### src/lfc_pkg.sv
package lfc_pkg;

  localparam logic [3:0] WRITE_BITS   = 4'h8;
  localparam logic [1:0] RING_CONFIRM = 2'h2;

  typedef struct packed {
    logic ilimHi;
    logic ilimLo;
    logic boostBattery;
    logic polarity;
    logic meterLevel;
    logic ringSelect;
    logic injectTiming;
    logic impedance;
  } lfc_cmd_t;

  typedef struct packed {
    logic thermal;
    logic lowLineVoltage;
    logic currentLimiter;
    logic groundKey;
    logic hook;
  } lfc_status_t;

  typedef struct packed {
    logic ifaceClock;
    logic dataIn;
    logic dirSel;
    logic csN;
    logic csMode;
    logic strap;
    logic hook;
    logic groundKeyLow;
    logic curLimit;
    logic lowVolt;
    logic thermal;
    logic loopClosed;
    logic ringPhase;
  } lfc_pins_t;

  typedef enum logic [1:0] {
    PH_IDLE  = 2'h0,
    PH_WRITE = 2'h1,
    PH_READ  = 2'h2
  } lfc_phase_t;

  typedef struct packed {
    lfc_pins_t   syncA;
    lfc_pins_t   syncB;
    logic        clkPrev;
    logic        ringPrev;
    logic        csSelPrev;
    lfc_phase_t  phase;
    logic [7:0]  shift;
    logic [3:0]  bitCnt;
    lfc_cmd_t    cmd;
    logic [4:0]  outShift;
    logic [1:0]  ringCnt;
    logic        ringTrip;
    lfc_status_t status;
    logic        dataOut;
    logic        dataOe;
    logic        csOut;
    logic        csOe;
    logic        powerDown;
    logic        standby;
    logic        lowLimitStandby;
    logic        ringActive;
    logic        meterActive;
  } lfc_state_t;

  // chip select idles high so a reset never looks like a selected frame
  localparam lfc_pins_t PINS_IDLE = 13'h0200;
  localparam lfc_cmd_t  CMD_RESET = 8'h00;
  localparam logic      PAR_ILIM_HI = 1'b1;
  localparam logic      PAR_ILIM_LO = 1'b0;

  localparam lfc_state_t STATE_RESET = '{
    syncA: PINS_IDLE, syncB: PINS_IDLE, phase: PH_IDLE, cmd: CMD_RESET,
    default: '0};

endpackage

### src/lfc_line_feed_control.sv
`timescale 1ns/1ps

// Overview of operation
// - write frame shifts exactly eight command bits
// - command bit sampled on interface clock rise
// - chip select rise commits shifted command word
// - read frame drives up to five status bits
// - bit0 chooses high impedance or conversation
// - bit1 turns injection timing on or off
// - bit2 selects metering or ring injection
// - bit3 selects metering amplitude low or high
// - bit4 polarity reverse, bit5 boosted battery
// - bits6/7 select one of four current limits
// - mode pin turns chip select into alarm
// - status bit0 reports off hook
// - status bit1 reports ground key current low
// - status bit2 limiter only in conversation
// - status bit3 reports line below half battery
// - status bit4 flags thermal overload
// - parallel strap bypasses registers, pins act directly
// - parallel pins map bits0-2, rest fixed 30mA
// - bits0 and 1 low give standby
// - all-zero command is power-down, no hook sensing
// - ring trip confirmed after two closed periods
module lfc_line_feed_control (
  // clock and reset
  input  wire logic              ref_clk,
  input  wire logic              rst_n,
  // control wires from the card controller
  input  wire logic              ifaceClock,
  input  wire logic              bidirDataIn,
  output logic                   bidirDataOut,
  output logic                   bidirDataOe,
  input  wire logic              directionSelect,
  input  wire logic              chipSelectNIn,
  output logic                   chipSelectNOut,
  output logic                   chipSelectNOe,
  input  wire logic              csModeSelect,
  input  wire logic              parallelStrap,
  // line sensing from the analog side
  input  wire logic              lineOffHook,
  input  wire logic              groundKeyLow,
  input  wire logic              currentLimiting,
  input  wire logic              lowLineVoltage,
  input  wire logic              thermalOverload,
  input  wire logic              loopClosed,
  input  wire logic              ringPhase,
  // line feeding controls toward the analog side
  output lfc_pkg::lfc_cmd_t      lineCmd,
  output lfc_pkg::lfc_status_t   lineStatus,
  output logic                   powerDown,
  output logic                   standbyState,
  output logic                   lowLimitStandby,
  output logic                   ringActive,
  output logic                   meteringPulse
);

  lfc_pkg::lfc_state_t q;
  lfc_pkg::lfc_state_t d;
  lfc_pkg::lfc_pins_t  pinsIn;
  lfc_pkg::lfc_cmd_t   parCmd;
  logic                serial;
  logic                csSel;
  logic                clkRise;
  logic                ringRise;
  logic                ringMode;
  logic [2:0]          wrIdx;

  // ring mode needs high impedance with ring injection chosen
  function automatic logic ringSel(input lfc_pkg::lfc_cmd_t c);
    return ~c.impedance & c.ringSelect;
  endfunction

  assign pinsIn = {ifaceClock, bidirDataIn, directionSelect, chipSelectNIn,
                   csModeSelect, parallelStrap, lineOffHook, groundKeyLow,
                   currentLimiting, lowLineVoltage, thermalOverload,
                   loopClosed, ringPhase};

  always_comb begin
    d        = q;
    d.syncA  = pinsIn;
    d.syncB  = q.syncA;
    serial   = ~q.syncB.strap;
    // with the mode pin high the chip select pin is ours, never a select
    csSel    = serial & ~q.syncB.csMode & ~q.syncB.csN;
    clkRise  = q.syncB.ifaceClock & ~q.clkPrev;
    ringRise = q.syncB.ringPhase & ~q.ringPrev;
    wrIdx    = q.bitCnt[2:0];
    d.clkPrev   = q.syncB.ifaceClock;
    d.ringPrev  = q.syncB.ringPhase;
    d.csSelPrev = csSel;

    parCmd              = lfc_pkg::CMD_RESET;
    parCmd.impedance    = q.syncB.dirSel;
    parCmd.injectTiming = q.syncB.csMode;
    parCmd.ringSelect   = q.syncB.ifaceClock;
    parCmd.ilimHi       = lfc_pkg::PAR_ILIM_HI;
    parCmd.ilimLo       = lfc_pkg::PAR_ILIM_LO;

    if (!serial) begin
      d.phase = lfc_pkg::PH_IDLE;
      d.cmd   = parCmd;
    end else begin
      case (q.phase)
        lfc_pkg::PH_IDLE: begin
          if (csSel && !q.csSelPrev) begin
            if (q.syncB.dirSel) begin
              d.phase    = lfc_pkg::PH_READ;
              d.outShift = q.status;
            end else begin
              d.phase  = lfc_pkg::PH_WRITE;
              d.bitCnt = 4'h0;
            end
          end
        end
        lfc_pkg::PH_WRITE: begin
          if (!csSel) begin
            // a short frame is dropped rather than half applied
            if (q.bitCnt == lfc_pkg::WRITE_BITS) begin
              d.cmd = lfc_pkg::lfc_cmd_t'(q.shift);
            end
            d.phase = lfc_pkg::PH_IDLE;
          end else if (q.syncB.dirSel) begin
            d.phase = lfc_pkg::PH_IDLE;
          end else if (clkRise && q.bitCnt < lfc_pkg::WRITE_BITS) begin
            d.shift[wrIdx] = q.syncB.dataIn;
            d.bitCnt       = q.bitCnt + 4'h1;
          end
        end
        lfc_pkg::PH_READ: begin
          if (!csSel) begin
            d.phase = lfc_pkg::PH_IDLE;
          end else if (clkRise) begin
            // zeros fill in once all five bits have gone out
            d.outShift = {1'b0, q.outShift[4:1]};
          end
        end
        default: d.phase = lfc_pkg::PH_IDLE;
      endcase
    end

    // ring trip confirmation, cleared whenever the command word changes
    ringMode = ringSel(q.cmd);
    if (d.cmd != q.cmd) begin
      d.ringTrip = 1'b0;
      d.ringCnt  = 2'h0;
    end else if (ringMode && q.cmd.injectTiming && !q.ringTrip) begin
      if (!q.syncB.loopClosed) begin
        d.ringCnt = 2'h0;
      end else if (ringRise) begin
        if (q.ringCnt == lfc_pkg::RING_CONFIRM - 2'h1) begin
          d.ringTrip = 1'b1;
        end else begin
          d.ringCnt = q.ringCnt + 2'h1;
        end
      end
    end

    // hook reads only the confirmed trip while ringing
    if (ringMode) begin
      d.status.hook = q.ringTrip;
    end else begin
      d.status.hook = q.syncB.hook & (q.cmd != lfc_pkg::CMD_RESET);
    end
    d.status.groundKey      = q.syncB.groundKeyLow;
    d.status.currentLimiter = q.syncB.curLimit & q.cmd.impedance;
    d.status.lowLineVoltage = q.syncB.lowVolt;
    d.status.thermal        = q.syncB.thermal;

    // pin drive
    d.dataOe  = serial & csSel & q.syncB.dirSel
                & (d.phase == lfc_pkg::PH_READ);
    d.dataOut = d.dataOe & d.outShift[0];
    d.csOe    = q.syncB.strap | q.syncB.csMode;
    d.csOut   = d.status.hook | (serial & d.status.groundKey);
    if (!serial) begin
      d.dataOe  = 1'b1;
      d.dataOut = ~d.status.groundKey;
    end

    // decoded line states for the feeding stage
    d.powerDown       = (d.cmd == lfc_pkg::CMD_RESET);
    d.standby         = ~d.cmd.impedance & ~d.cmd.injectTiming;
    d.lowLimitStandby = d.standby & (d.cmd.ilimHi | d.cmd.ilimLo);
    d.ringActive      = ringSel(d.cmd)
                        & d.cmd.injectTiming & ~d.ringTrip
                        & ~q.syncB.loopClosed;
    d.meterActive     = d.cmd.impedance & d.cmd.injectTiming
                        & ~d.cmd.ringSelect;
  end

  always_ff @(posedge ref_clk or negedge rst_n) begin
    if (!rst_n) begin
      q <= lfc_pkg::STATE_RESET;
    end else begin
      q <= d;
    end
  end

  // level, polarity, battery and limit bits pass straight through
  assign lineCmd         = q.cmd;
  assign lineStatus      = q.status;
  assign bidirDataOut    = q.dataOut;
  assign bidirDataOe     = q.dataOe;
  assign chipSelectNOut  = q.csOut;
  assign chipSelectNOe   = q.csOe;
  assign powerDown       = q.powerDown;
  assign standbyState    = q.standby;
  assign lowLimitStandby = q.lowLimitStandby;
  assign ringActive      = q.ringActive;
  assign meteringPulse   = q.meterActive;
endmodule

### config.mk
export PLATFORM = sky130hd
export DESIGN_NAME = lfc_line_feed_control
export DESIGN_NICKNAME = d
export VERILOG_FILES = /design/src/lfc_pkg.sv /design/src/lfc_line_feed_control.sv
export SDC_FILE = /design/constraint.sdc
export NUM_CORES = 1
export LEC_CHECK = 0
export ABC_AREA = 1
export BUFFER_PORTS_ARGS = -buffer_cell sky130_fd_sc_hd__buf_2
export CAP_MARGIN = 20
export CORE_ASPECT_RATIO = 0.75
export CORE_MARGIN = 5
export CORE_UTILIZATION = 57
export CTS_CLUSTER_SIZE = 24
export DETAILED_ROUTE_END_ITERATION = 8
export PLACE_DENSITY_LB_ADDON = 0.25
export SLEW_MARGIN = 20
export SYNTH_ARGS = -nofsm -noshare
export SYNTH_HDL_FRONTEND = slang
export SYNTH_SLANG_ARGS = --single-unit
### constraint.sdc
create_clock -name ref_clk -period 2.3 [get_ports ref_clk]
set_input_delay 0.46 -clock ref_clk [delete_from_list [all_inputs] [get_ports ref_clk]]
set_output_delay 0.46 -clock ref_clk [all_outputs]
set_load 0.005 [all_outputs]
==> flow_summary.yaml, run 1 <==
route:
  drt_wl_total_mm: 5.819
  drt-pass1-iter-count: 4
  vias: 2218
  drt_iter0_drc: 193
  drcViolationCount: 0
  antenna_left: 0
  drt-vias-per-instance: 5.041
  wire_per_inst_um: 13.23
yosys:
  syn_avg_cell_area_um2: 9.799
  yosysSeqAreaShare_pct: 57.09
  ys.flop_type: "dfrtp_1"
  synthDistinctLibCells: 37
  synth_cells: 327
  synth_seq_cells: 73
  synth_nets: 345
  async_reset_ff_share_pct: 100.0
  synth_edf_count: 0
  netlist_area_um2: 3204
  ys_warn_count: 0
final_layout:
  drive_above_1_share_pct: 25.75
  fin_util_pct: 66.61
  antenna_cells: 0
  final_cell_mix: "dfrtp_1 (71), nand2_1 (51), inv_1 (48)"
  nets: 378
  fillers: 455
  syn_to_final_growth_pct: 12.46
  final_common_cell: "dfrtp_1"
cts:
  clockRootBuffer: "clkbuf_8"
  cts_tree: "done"
  cts.path.max_buffers: 2
  numCtsBuffers: 9
  numClockSinks: 73
  clk_pin_slew_ps: 70
  htree_levels: 3
  insertion_delay_ps: 340
  post_cts.repair.setup_buffers: 0
sta:
  period_needed_ps: 2015
  final.setup.tns_ps: 0
  hold_viol: 0
  drv_slew: 0
  fin_worst_skew_ps: 6.276
  finalSetupViolations: 0
  finalCritPeriodShare_pct: 87.61
  slew_headroom_pct: 65.38
  worstMarginPinSlew_ps: 513.9
  rsz0062_at_grt: "no"
  clock.fmax_ghz: 0.4963
die:
  die-area_um2: 7236
  die_h_um: 74.93
  dieWidth_um: 96.58
  fp-row-count: 23
  core-area_um2: 5410
  ios: 37
  initial_core_util_pct: 59.23
worst_setup_path:
  rr_worst_depth: 13
  critical_path_buf_inv_count: 3
  cpLargestDelayFamily: "simple AND/OR/NAND/NOR gates"
  path_max_fanout: 11
  slowest_delay_ps: 390
  arrival_ps: 2250
  crit_cells: 13
  cp_data_required_time_ps: 2530
  cpMaxStageDelayCell: "dfrtp_1"
  cp-end-kind: "flop"
  worstSetupStartpointType: "flop"
  crit_path_frequent_cell: "nand2_1"
  crit_path_cell_trace: "inv_1 > ha_1 > nand3_2 > inv_2 > nand3_4 > o21ai_0 > nand2_1 > nand2_1 > inv_1 > nand2_1 > nor2_2 > nand2_1 > nor2_1"
  crit_type: "flop to flop"
job:
  drv_cap: 0
placement:
  dp_hpwl_mm: 4.181
  numPortBuffers: 36
  gp_congestion: 0.9200
pwr:
  p_per_area_nw_per_um2: 738.9
  vdd_ir_drop_max_mv: 0.5381
  p_leak_nw: 1.773
worst_hold_path:
  hp-class: "input pin to asynchronous set/reset pin"
global_routing:
  grt_pass1_wl_mm: 9.908
  antenna_found_initial: 0
  grt_max_degree: 74
  grt_pass1_vias: 2070
  track_usage_pct: 18.49
  overflow: 0
status:
  outcome: "completed"
## worst paths after layout
| kind | slack [ps] | end | start |
|---|---|---|---|
| min in group ref_clk | 210 | d[56]$_DFF_PN1_ | chipSelectNIn |
| hold / removal | 110 | d[50]$_DFF_PN0_ | rst_n |
| setup reg to reg | 290 | q[16]$_DFFE_PN0P_ | q[30]$_DFFE_PN0P_ |
| max in group asynchronous | 1850 | d[56]$_DFF_PN1_ | rst_n |
| hold reg to reg | 350 | d[45]$_DFF_PN0_ | d[47]$_DFF_PN0_ |
| setup / recovery | 290 | q[16]$_DFFE_PN0P_ | q[30]$_DFFE_PN0P_ |
## state kept, by name (all words and copies together), names as in the netlist
name             flops
powerDown            1
standbyState         1
bidirDataOe          1
lineCmd              8
ringActive           1
chipSelectNOut       1
bidirDataOut         1
lineStatus           5
q                   31
chipSelectNOe        1
lowLimitStandby      1
d                   18
meteringPulse        1
parCmd               2
## what timing repair did
item | 4_1_cts | 5_1_grt
hold endpoints to repair | 0 | 0
hold buffers | 0 | 0
gates resized for setup | 0 | 2
setup endpoints to repair | 0 | 4
## cells by family after synthesis
group	Yosys count	synth area share [%]
XOR/XNOR	1	0.2734
flip-flops	73	57.09
AO/OA/AOI/OAI	38	7.029
adder cells (fa/ha/maj)	3	1.172
AND/OR/NAND/NOR	140	23.58
buffers and inverters	72	10.85
## layer usage
layer  track usage (%)  share of wire [%]  vias to the layer above
li1                  -                  -                     1118
met1             27.54                 48                     1024
met2             25.15                 43                       70
met3             6.294                7.0                        6
met4             6.687                1.2                        0
met5                 0                  0                        -
## cell type report
| type | count | area [µm²] | share of cell area (%) |
|---|---|---|---|
| Timing Repair Buffer | 40 | 222.7 | 6.181 |
| Clock inverter | 5 | 81.33 | 2.257 |
| Sequential cell | 73 | 1829 | 50.76 |
| Multi-Input combinational cell | 182 | 1037 | 28.78 |
| Clock buffer | 11 | 131.4 | 3.646 |
| Tap cell | 75 | 93.84 | 2.604 |
| Inverter | 54 | 207.7 | 5.764 |
## stage by stage
step / power (mW) / setup slack [ps] / hold slack (ps) / instance area, µm² / instances
after floorplan: 1.545 / 417.5 / 164.4 / 3204 / 327
after global placement: 1.622 / 328.1 / 331.5 / 3381 / 424
after detailed placement: 1.629 / 215.6 / 334.7 / 3381 / 424
after CTS: 2.702 / 204.8 / 133.3 / 3593 / 440
after global routing: 2.800 / 48.16 / 141.6 / 3603 / 440
final: 2.663 / 285.1 / 108.3 / 3603 / 440
## synth_stat cells, types with 5 or more instances
master   instances  area (µm²)
nand4_1         12       75.07
buf_4           13       97.59
nand2_2         11       68.82
o21ai_1          9       45.04
dfrtp_1         71        1777
a21oi_1          5       25.02
nor2_1          15       56.30
nand3_2          9       90.09
inv_2            5       18.77
nand2_1         51       191.4
nand3_1         28       140.1
inv_1           48       180.2
o21ai_0         11       55.05
## worst register-to-register path, cell delays in order, from the launching register on
cell and delay [ps]:
dfrtp_1 390, inv_1 160, ha_1 200, nand3_2 110, inv_2 160, nand3_4 170
o21ai_0 260, nand2_1 90, nand2_1 60, inv_1 40, nand2_1 60, nor2_2 50
nand2_1 110, nor2_1 50
## where the power goes
part	leakage (nW)	switching (mW)	total (mW)	internal, mW
clock	0.104	0.449	1.06	0.611
sequential	0.911	0.0412	1.40	1.35
combinational	0.758	0.131	0.208	0.0762
Note: power is estimated with default switching activity, not from simulation.
==> run 2, diff against run 1 <==
GPL_ROUTABILITY_DRIVEN = 0   (was default)
MAX_ROUTING_LAYER = met4   (was default)
==> run 2 against run 1 <==
Die area is the same. Via count shrank 0.32%. Routed wire length grew 0.52%. Core utilization is the same. Critical path type unchanged. Critical endpoint unchanged. Largest power group unchanged.
==> flow_summary.yaml, run 2 (synthesis gave the netlist of run 1 again) <==
status:
  outcome: "completed"
final_layout:
  final_common_cell: "dfrtp_1"
  instances_no_fill: 440
  syn_to_final_growth_pct: 12.46
  final_cell_mix: "dfrtp_1 (71), nand2_1 (51), inv_1 (48)"
  multiInputGateArea_um2: 1037
  antenna_cells: 0
  regMostFlops: "q"
  fin_util_pct: 66.61
  largest_reg_flops: 31
  fillers: 455
  regArea_um2: 1829
  nets: 378
  drive_above_1_share_pct: 25.75
pwr:
  vdd_ir_drop_max_mv: 0.5405
  p_int_mw: 2.041
  clkPwrFrac_pct: 39.9
  combPwrFrac_pct: 7.8
  p_sw_mw: 0.6234
  total_power_mw: 2.665
  p_per_area_nw_per_um2: 739.5
  p_leak_nw: 1.773
  swShare_pct: 23.39
  seqPwrFrac_pct: 52.3
sta:
  worstMarginPinSlew_ps: 512.2
  rsz0062_at_grt: "no"
  clock.fmax_ghz: 0.4961
  fin_worst_skew_ps: 7.088
  finalSetupViolations: 0
  hold_viol: 0
  period_needed_ps: 2016
  finalCritPeriodShare_pct: 87.64
  slew_headroom_pct: 65.49
  fin_ws_ps: 284.3
  drv_slew: 0
  final.setup.tns_ps: 0
route:
  wire_per_inst_um: 13.29
  drt-vias-per-instance: 5.025
  vias: 2211
  drcViolationCount: 0
  drt_wl_total_mm: 5.849
  drt-pass1-iter-count: 4
  antenna_left: 0
  drt_iter0_drc: 215
worst_hold_path:
  hp-class: "input pin to asynchronous set/reset pin"
die:
  ios: 37
  fp-row-count: 23
  initial_core_util_pct: 59.23
  die_h_um: 74.93
  die-area_um2: 7236
  dieWidth_um: 96.58
  core-area_um2: 5410
cts:
  hold_buffers: 0
  clockRootBuffer: "clkbuf_8"
  clk_pin_slew_ps: 70
  cts_tree: "done"
  numCtsBuffers: 9
  post_cts_resized: 0
  numClockSinks: 73
  htree_levels: 3
  insertion_delay_ps: 340
  cts.path.max_buffers: 2
  post_cts.repair.setup_buffers: 0
worst_setup_path:
  crit_type: "flop to flop"
  worstSetupStartpointType: "flop"
  path_max_fanout: 11
  r2r_slack_ps: 280
  cp-end-kind: "flop"
  arrival_ps: 2250
  cp_data_required_time_ps: 2540
placement:
  dp_slack_ps: 215.6
  dp_cells: 424
  dp_hpwl_mm: 4.181
  numPortBuffers: 36
global_routing:
  track_usage_pct: 19.08
  overflow: 0
  grt_max_degree: 74
  grt_pass1_vias: 2070
  grt_pass1_wl_mm: 9.894
  antenna_found_initial: 0
job:
  drv_cap: 0
run 2: worst paths after layout:
path / cells past startpoint / to / startpoint
max: 13 / q[16]$_DFFE_PN0P_ / q[30]$_DFFE_PN0P_
min: 2 / d[50]$_DFF_PN0_ / rst_n
max reg2reg: 13 / q[16]$_DFFE_PN0P_ / q[30]$_DFFE_PN0P_
min reg2reg: 0 / d[45]$_DFF_PN0_ / d[47]$_DFF_PN0_
max in group asynchronous: 2 / d[56]$_DFF_PN1_ / rst_n
min in group ref_clk: 1 / d[56]$_DFF_PN1_ / chipSelectNIn
run 2: through the flow:
| step | instance area [µm²] | hold WS (ps) |
|---|---|---|
| floorplan | 3204 | 164.4 |
| global placement | 3381 | 331.5 |
| detailed placement | 3381 | 334.7 |
| CTS | 3593 | 133.3 |
| global route | 3603 | 141.5 |
| finish | 3603 | 124.4 |
run 2: cell type report:
type,count,area share [%]
inverter,54,5.764
clock buffer,11,3.646
clock inverter,5,2.257
timing repair buffer,40,6.181
multi-input combinational,182,28.78
sequential,73,50.76
tap,75,2.604
run 2: routing by layer:
metal  share of wire, %  global-route usage [%]
met2                 43                   25.15
met1                 49                   27.67
met5                  0                       -
met4                1.4                   6.687
met3                7.0                   6.094
run 2: worst max-delay path: stages (launching register included):
cell	delay, ps
dfrtp_1	380
inv_1	160
ha_1	200
nand3_2	110
inv_2	160
nand3_4	170
o21ai_0	260
nand2_1	90
nand2_1	70
inv_1	40
nand2_1	60
nor2_2	50
nand2_1	110
nor2_1	50
run 2: power by group through the flow:
stage / clock [mW] / sequential [mW] / combinational, mW
2_1_floorplan: 0 / 1.41 / 0.134
3_3_place_gp: 0 / 1.42 / 0.205
3_5_place_dp: 0 / 1.42 / 0.210
4_1_cts: 1.10 / 1.39 / 0.211
5_1_grt: 1.16 / 1.40 / 0.240
6_report: 1.06 / 1.39 / 0.208
==> run 3, diff against run 2 <==
ABC_AREA = 0   (was 1)
PLACE_DENSITY = 0.77   (was default)
PLACE_DENSITY_LB_ADDON = default   (was 0.25)
==> run 3 against run 2 <==
Register-to-register slack worse by 190 ps. Die area fell by 4.3%. Hold slack worse by 2.2 ps. Count of clock-buffer cells in the layout did not move. Via count fell by 7.4%. Worst setup slack worse by 190 ps. Non-clock buffer count up 9. Synthesized area down 4.8%. Largest power group unchanged.
==> flow_summary.yaml, run 3 <==
sta:
  drv_slew: 0
  hold_slack_ps: 122.1
  finalSetupViolations: 0
  finalCritPeriodShare_pct: 95.71
  period_needed_ps: 2201
  hold_viol: 0
  worstMarginPinSlew_ps: 598.2
  fin_ws_ps: 98.63
  fin_worst_skew_ps: 10.19
  clock.fmax_ghz: 0.4543
  slew_headroom_pct: 60.04
worst_setup_path:
  cp_data_required_time_ps: 2530
  rr_worst_depth: 5
  cpLargestDelayFamily: "simple AND/OR/NAND/NOR gates"
  arrival_ps: 2430
  cpMaxStageDelayCell: "or4_4"
  crit_path_cell_trace: "or3_4 > or2_1 > or4_4 > nor3b_2 > mux2_2"
  r2r_end: "q[38]$_DFFE_PN0P_"
  r2r_slack_ps: 100
  critical_path_buf_inv_count: 0
  path_max_fanout: 4
  rr_startpoint: "parCmd[1]$_DFF_PN0_"
  crit_type: "flop to flop"
  cp-end-kind: "flop"
  slowest_delay_ps: 520
  worstSetupStartpointType: "flop"
die:
  fp-row-count: 23
  initial_core_util_pct: 57.90
  core-area_um2: 5266
  ios: 37
  die_h_um: 73.34
  die-area_um2: 6927
  dieWidth_um: 94.46
global_routing:
  grt_pass1_wl_mm: 10.16
  grt_pass1_vias: 2058
  met2_usage_pct: 31.05
  met1_usage_pct: 25.76
  grt_max_degree: 74
  overflow: 0
  antenna_found_initial: 0
  track_usage_pct: 20.23
  met3_usage_pct: 7.369
  busiest_layer: "met2"
worst_hold_path:
  hp-class: "input pin to asynchronous set/reset pin"
cts:
  numCtsBuffers: 9
  htree_levels: 3
  insertion_delay_ps: 350
  clk_pin_slew_ps: 80
  hold_buffers: 0
  clockRootBuffer: "clkbuf_8"
  cts.path.max_buffers: 2
  cts_tree: "done"
  numClockSinks: 73
  post_cts_resized: 0
  post_cts.repair.setup_buffers: 0
route:
  drt-vias-per-instance: 5.447
  drt_iter0_drc: 119
  drt_wl_total_mm: 5.911
  drt-pass1-iter-count: 4
  drcViolationCount: 0
  antenna_left: 0
  wire_per_inst_um: 15.72
  vias: 2048
final_layout:
  antenna_cells: 0
  final_common_cell: "dfrtp_1"
  syn_to_final_growth_pct: 15.26
  final_cell_mix: "dfrtp_1 (71), buf_2 (36), nor2_1 (19)"
  instances_no_fill: 376
  multiInputGateArea_um2: 1036
  fillers: 408
  largest_reg_flops: 31
  regMostFlops: "q"
  drive_above_1_share_pct: 28.90
  regArea_um2: 1829
  nets: 314
yosys:
  synthTopCellsByCount: "dfrtp_1 (71), nor2_1 (19), inv_1 (16), nand2_1 (16), buf_4 (13)"
  synth_area_leaders: "dfrtp_1 (58%), buf_4 (3.2%), mux2_2 (3.0%)"
  synth_top_area_share_pct: 58.27
  synth_seq_cells: 73
  synthMostInstantiatedCell: "dfrtp_1"
  yosysTopAreaCell: "dfrtp_1"
  synth_nets: 275
  async_reset_ff_share_pct: 100.0
  synth_cells: 257
  ys.flop_type: "dfrtp_1"
  synthDistinctLibCells: 54
  netlist_area_um2: 3049
  syn_avg_cell_area_um2: 11.86
  ys_warn_count: 0
  yosysSeqAreaShare_pct: 59.99
  synth_edf_count: 0
placement:
  dp_slack_ps: 121.6
  dp_hpwl_mm: 4.181
  dp_cells: 360
  numPortBuffers: 36
pwr:
  p_leak_nw: 1.654
  total_power_mw: 2.678
  p_per_area_nw_per_um2: 762.1
  vdd_ir_drop_max_mv: 0.5689
status:
  outcome: "completed"
job:
  drv_cap: 0
## run 3: changes by cell type after synthesis, moves of 6 or more
cell	delta
nand3_2	-9
mux2i_1	+7
nand2_1	-35
nor3_1	+6
nand3_1	-24
o21ai_1	-9
o21ai_0	-6
mux2_2	+8
inv_1	-32
nand4_1	-12
nand2_2	-11
## run 3: worst reg2reg max path, cell delays in order, from the launching register on
cell and delay (ps):
dfrtp_1 390, or3_4 400, or2_1 250, or4_4 520
nor3b_2 180, mux2_2 350
## run 3: cells by family after synthesis
group,synth area share [%]
xor+xnor,2.298
compound gates,10.30
buf+inv,6.401
fa+ha+maj,1.231
simple gates,14.53
flops,59.99
mux,5.253
## run 3: metal layers
metal  up-vias  routed length (µm)
li1        971                   -
met1      1021                2642
met2        50                2821
met3         6                 385
met4         0                  62
met5         -                   0
## run 3: worst max path at each step
stage	end	slack (ps)	start	cells past startpoint
floorplan	q[38]$_DFFE_PN0P_	30	q[54]$_DFF_PN0_	6
global placement	q[38]$_DFFE_PN0P_	150	parCmd[1]$_DFF_PN0_	5
detailed placement	q[38]$_DFFE_PN0P_	120	parCmd[1]$_DFF_PN0_	5
CTS	q[38]$_DFFE_PN0P_	80	parCmd[1]$_DFF_PN0_	5
global route	powerDown$_DFF_PN0_	-30	parCmd[1]$_DFF_PN0_	7
finish	q[38]$_DFFE_PN0P_	100	parCmd[1]$_DFF_PN0_	5
## run 3: report_power, final
part	switching, mW	total, mW	internal, mW
Combinational	0.141	0.248	0.106
Clock	0.474	1.01	0.538
Sequential	0.0578	1.42	1.36
## run 3: through the flow
stage / instance area, µm² / utilization [%] / setup TNS [ps]
2_1_floorplan: 3049 / - / 0
3_3_place_gp: 3298 / 62.63 / 0
3_5_place_dp: 3298 / 62.63 / 0
4_1_cts: 3503 / 66.52 / 0
5_1_grt: 3515 / 66.74 / -32.84
6_report: 3515 / 66.74 / 0
## run 3: cell type report
type,instances,share of cell area [%]
multi-input cells,147,29.48
well taps,75,2.670
repair buffers,49,8.259
clock inverters,5,1.816
clock buffers,11,4.023
inverters,16,1.709
flip-flops and latches,73,52.05
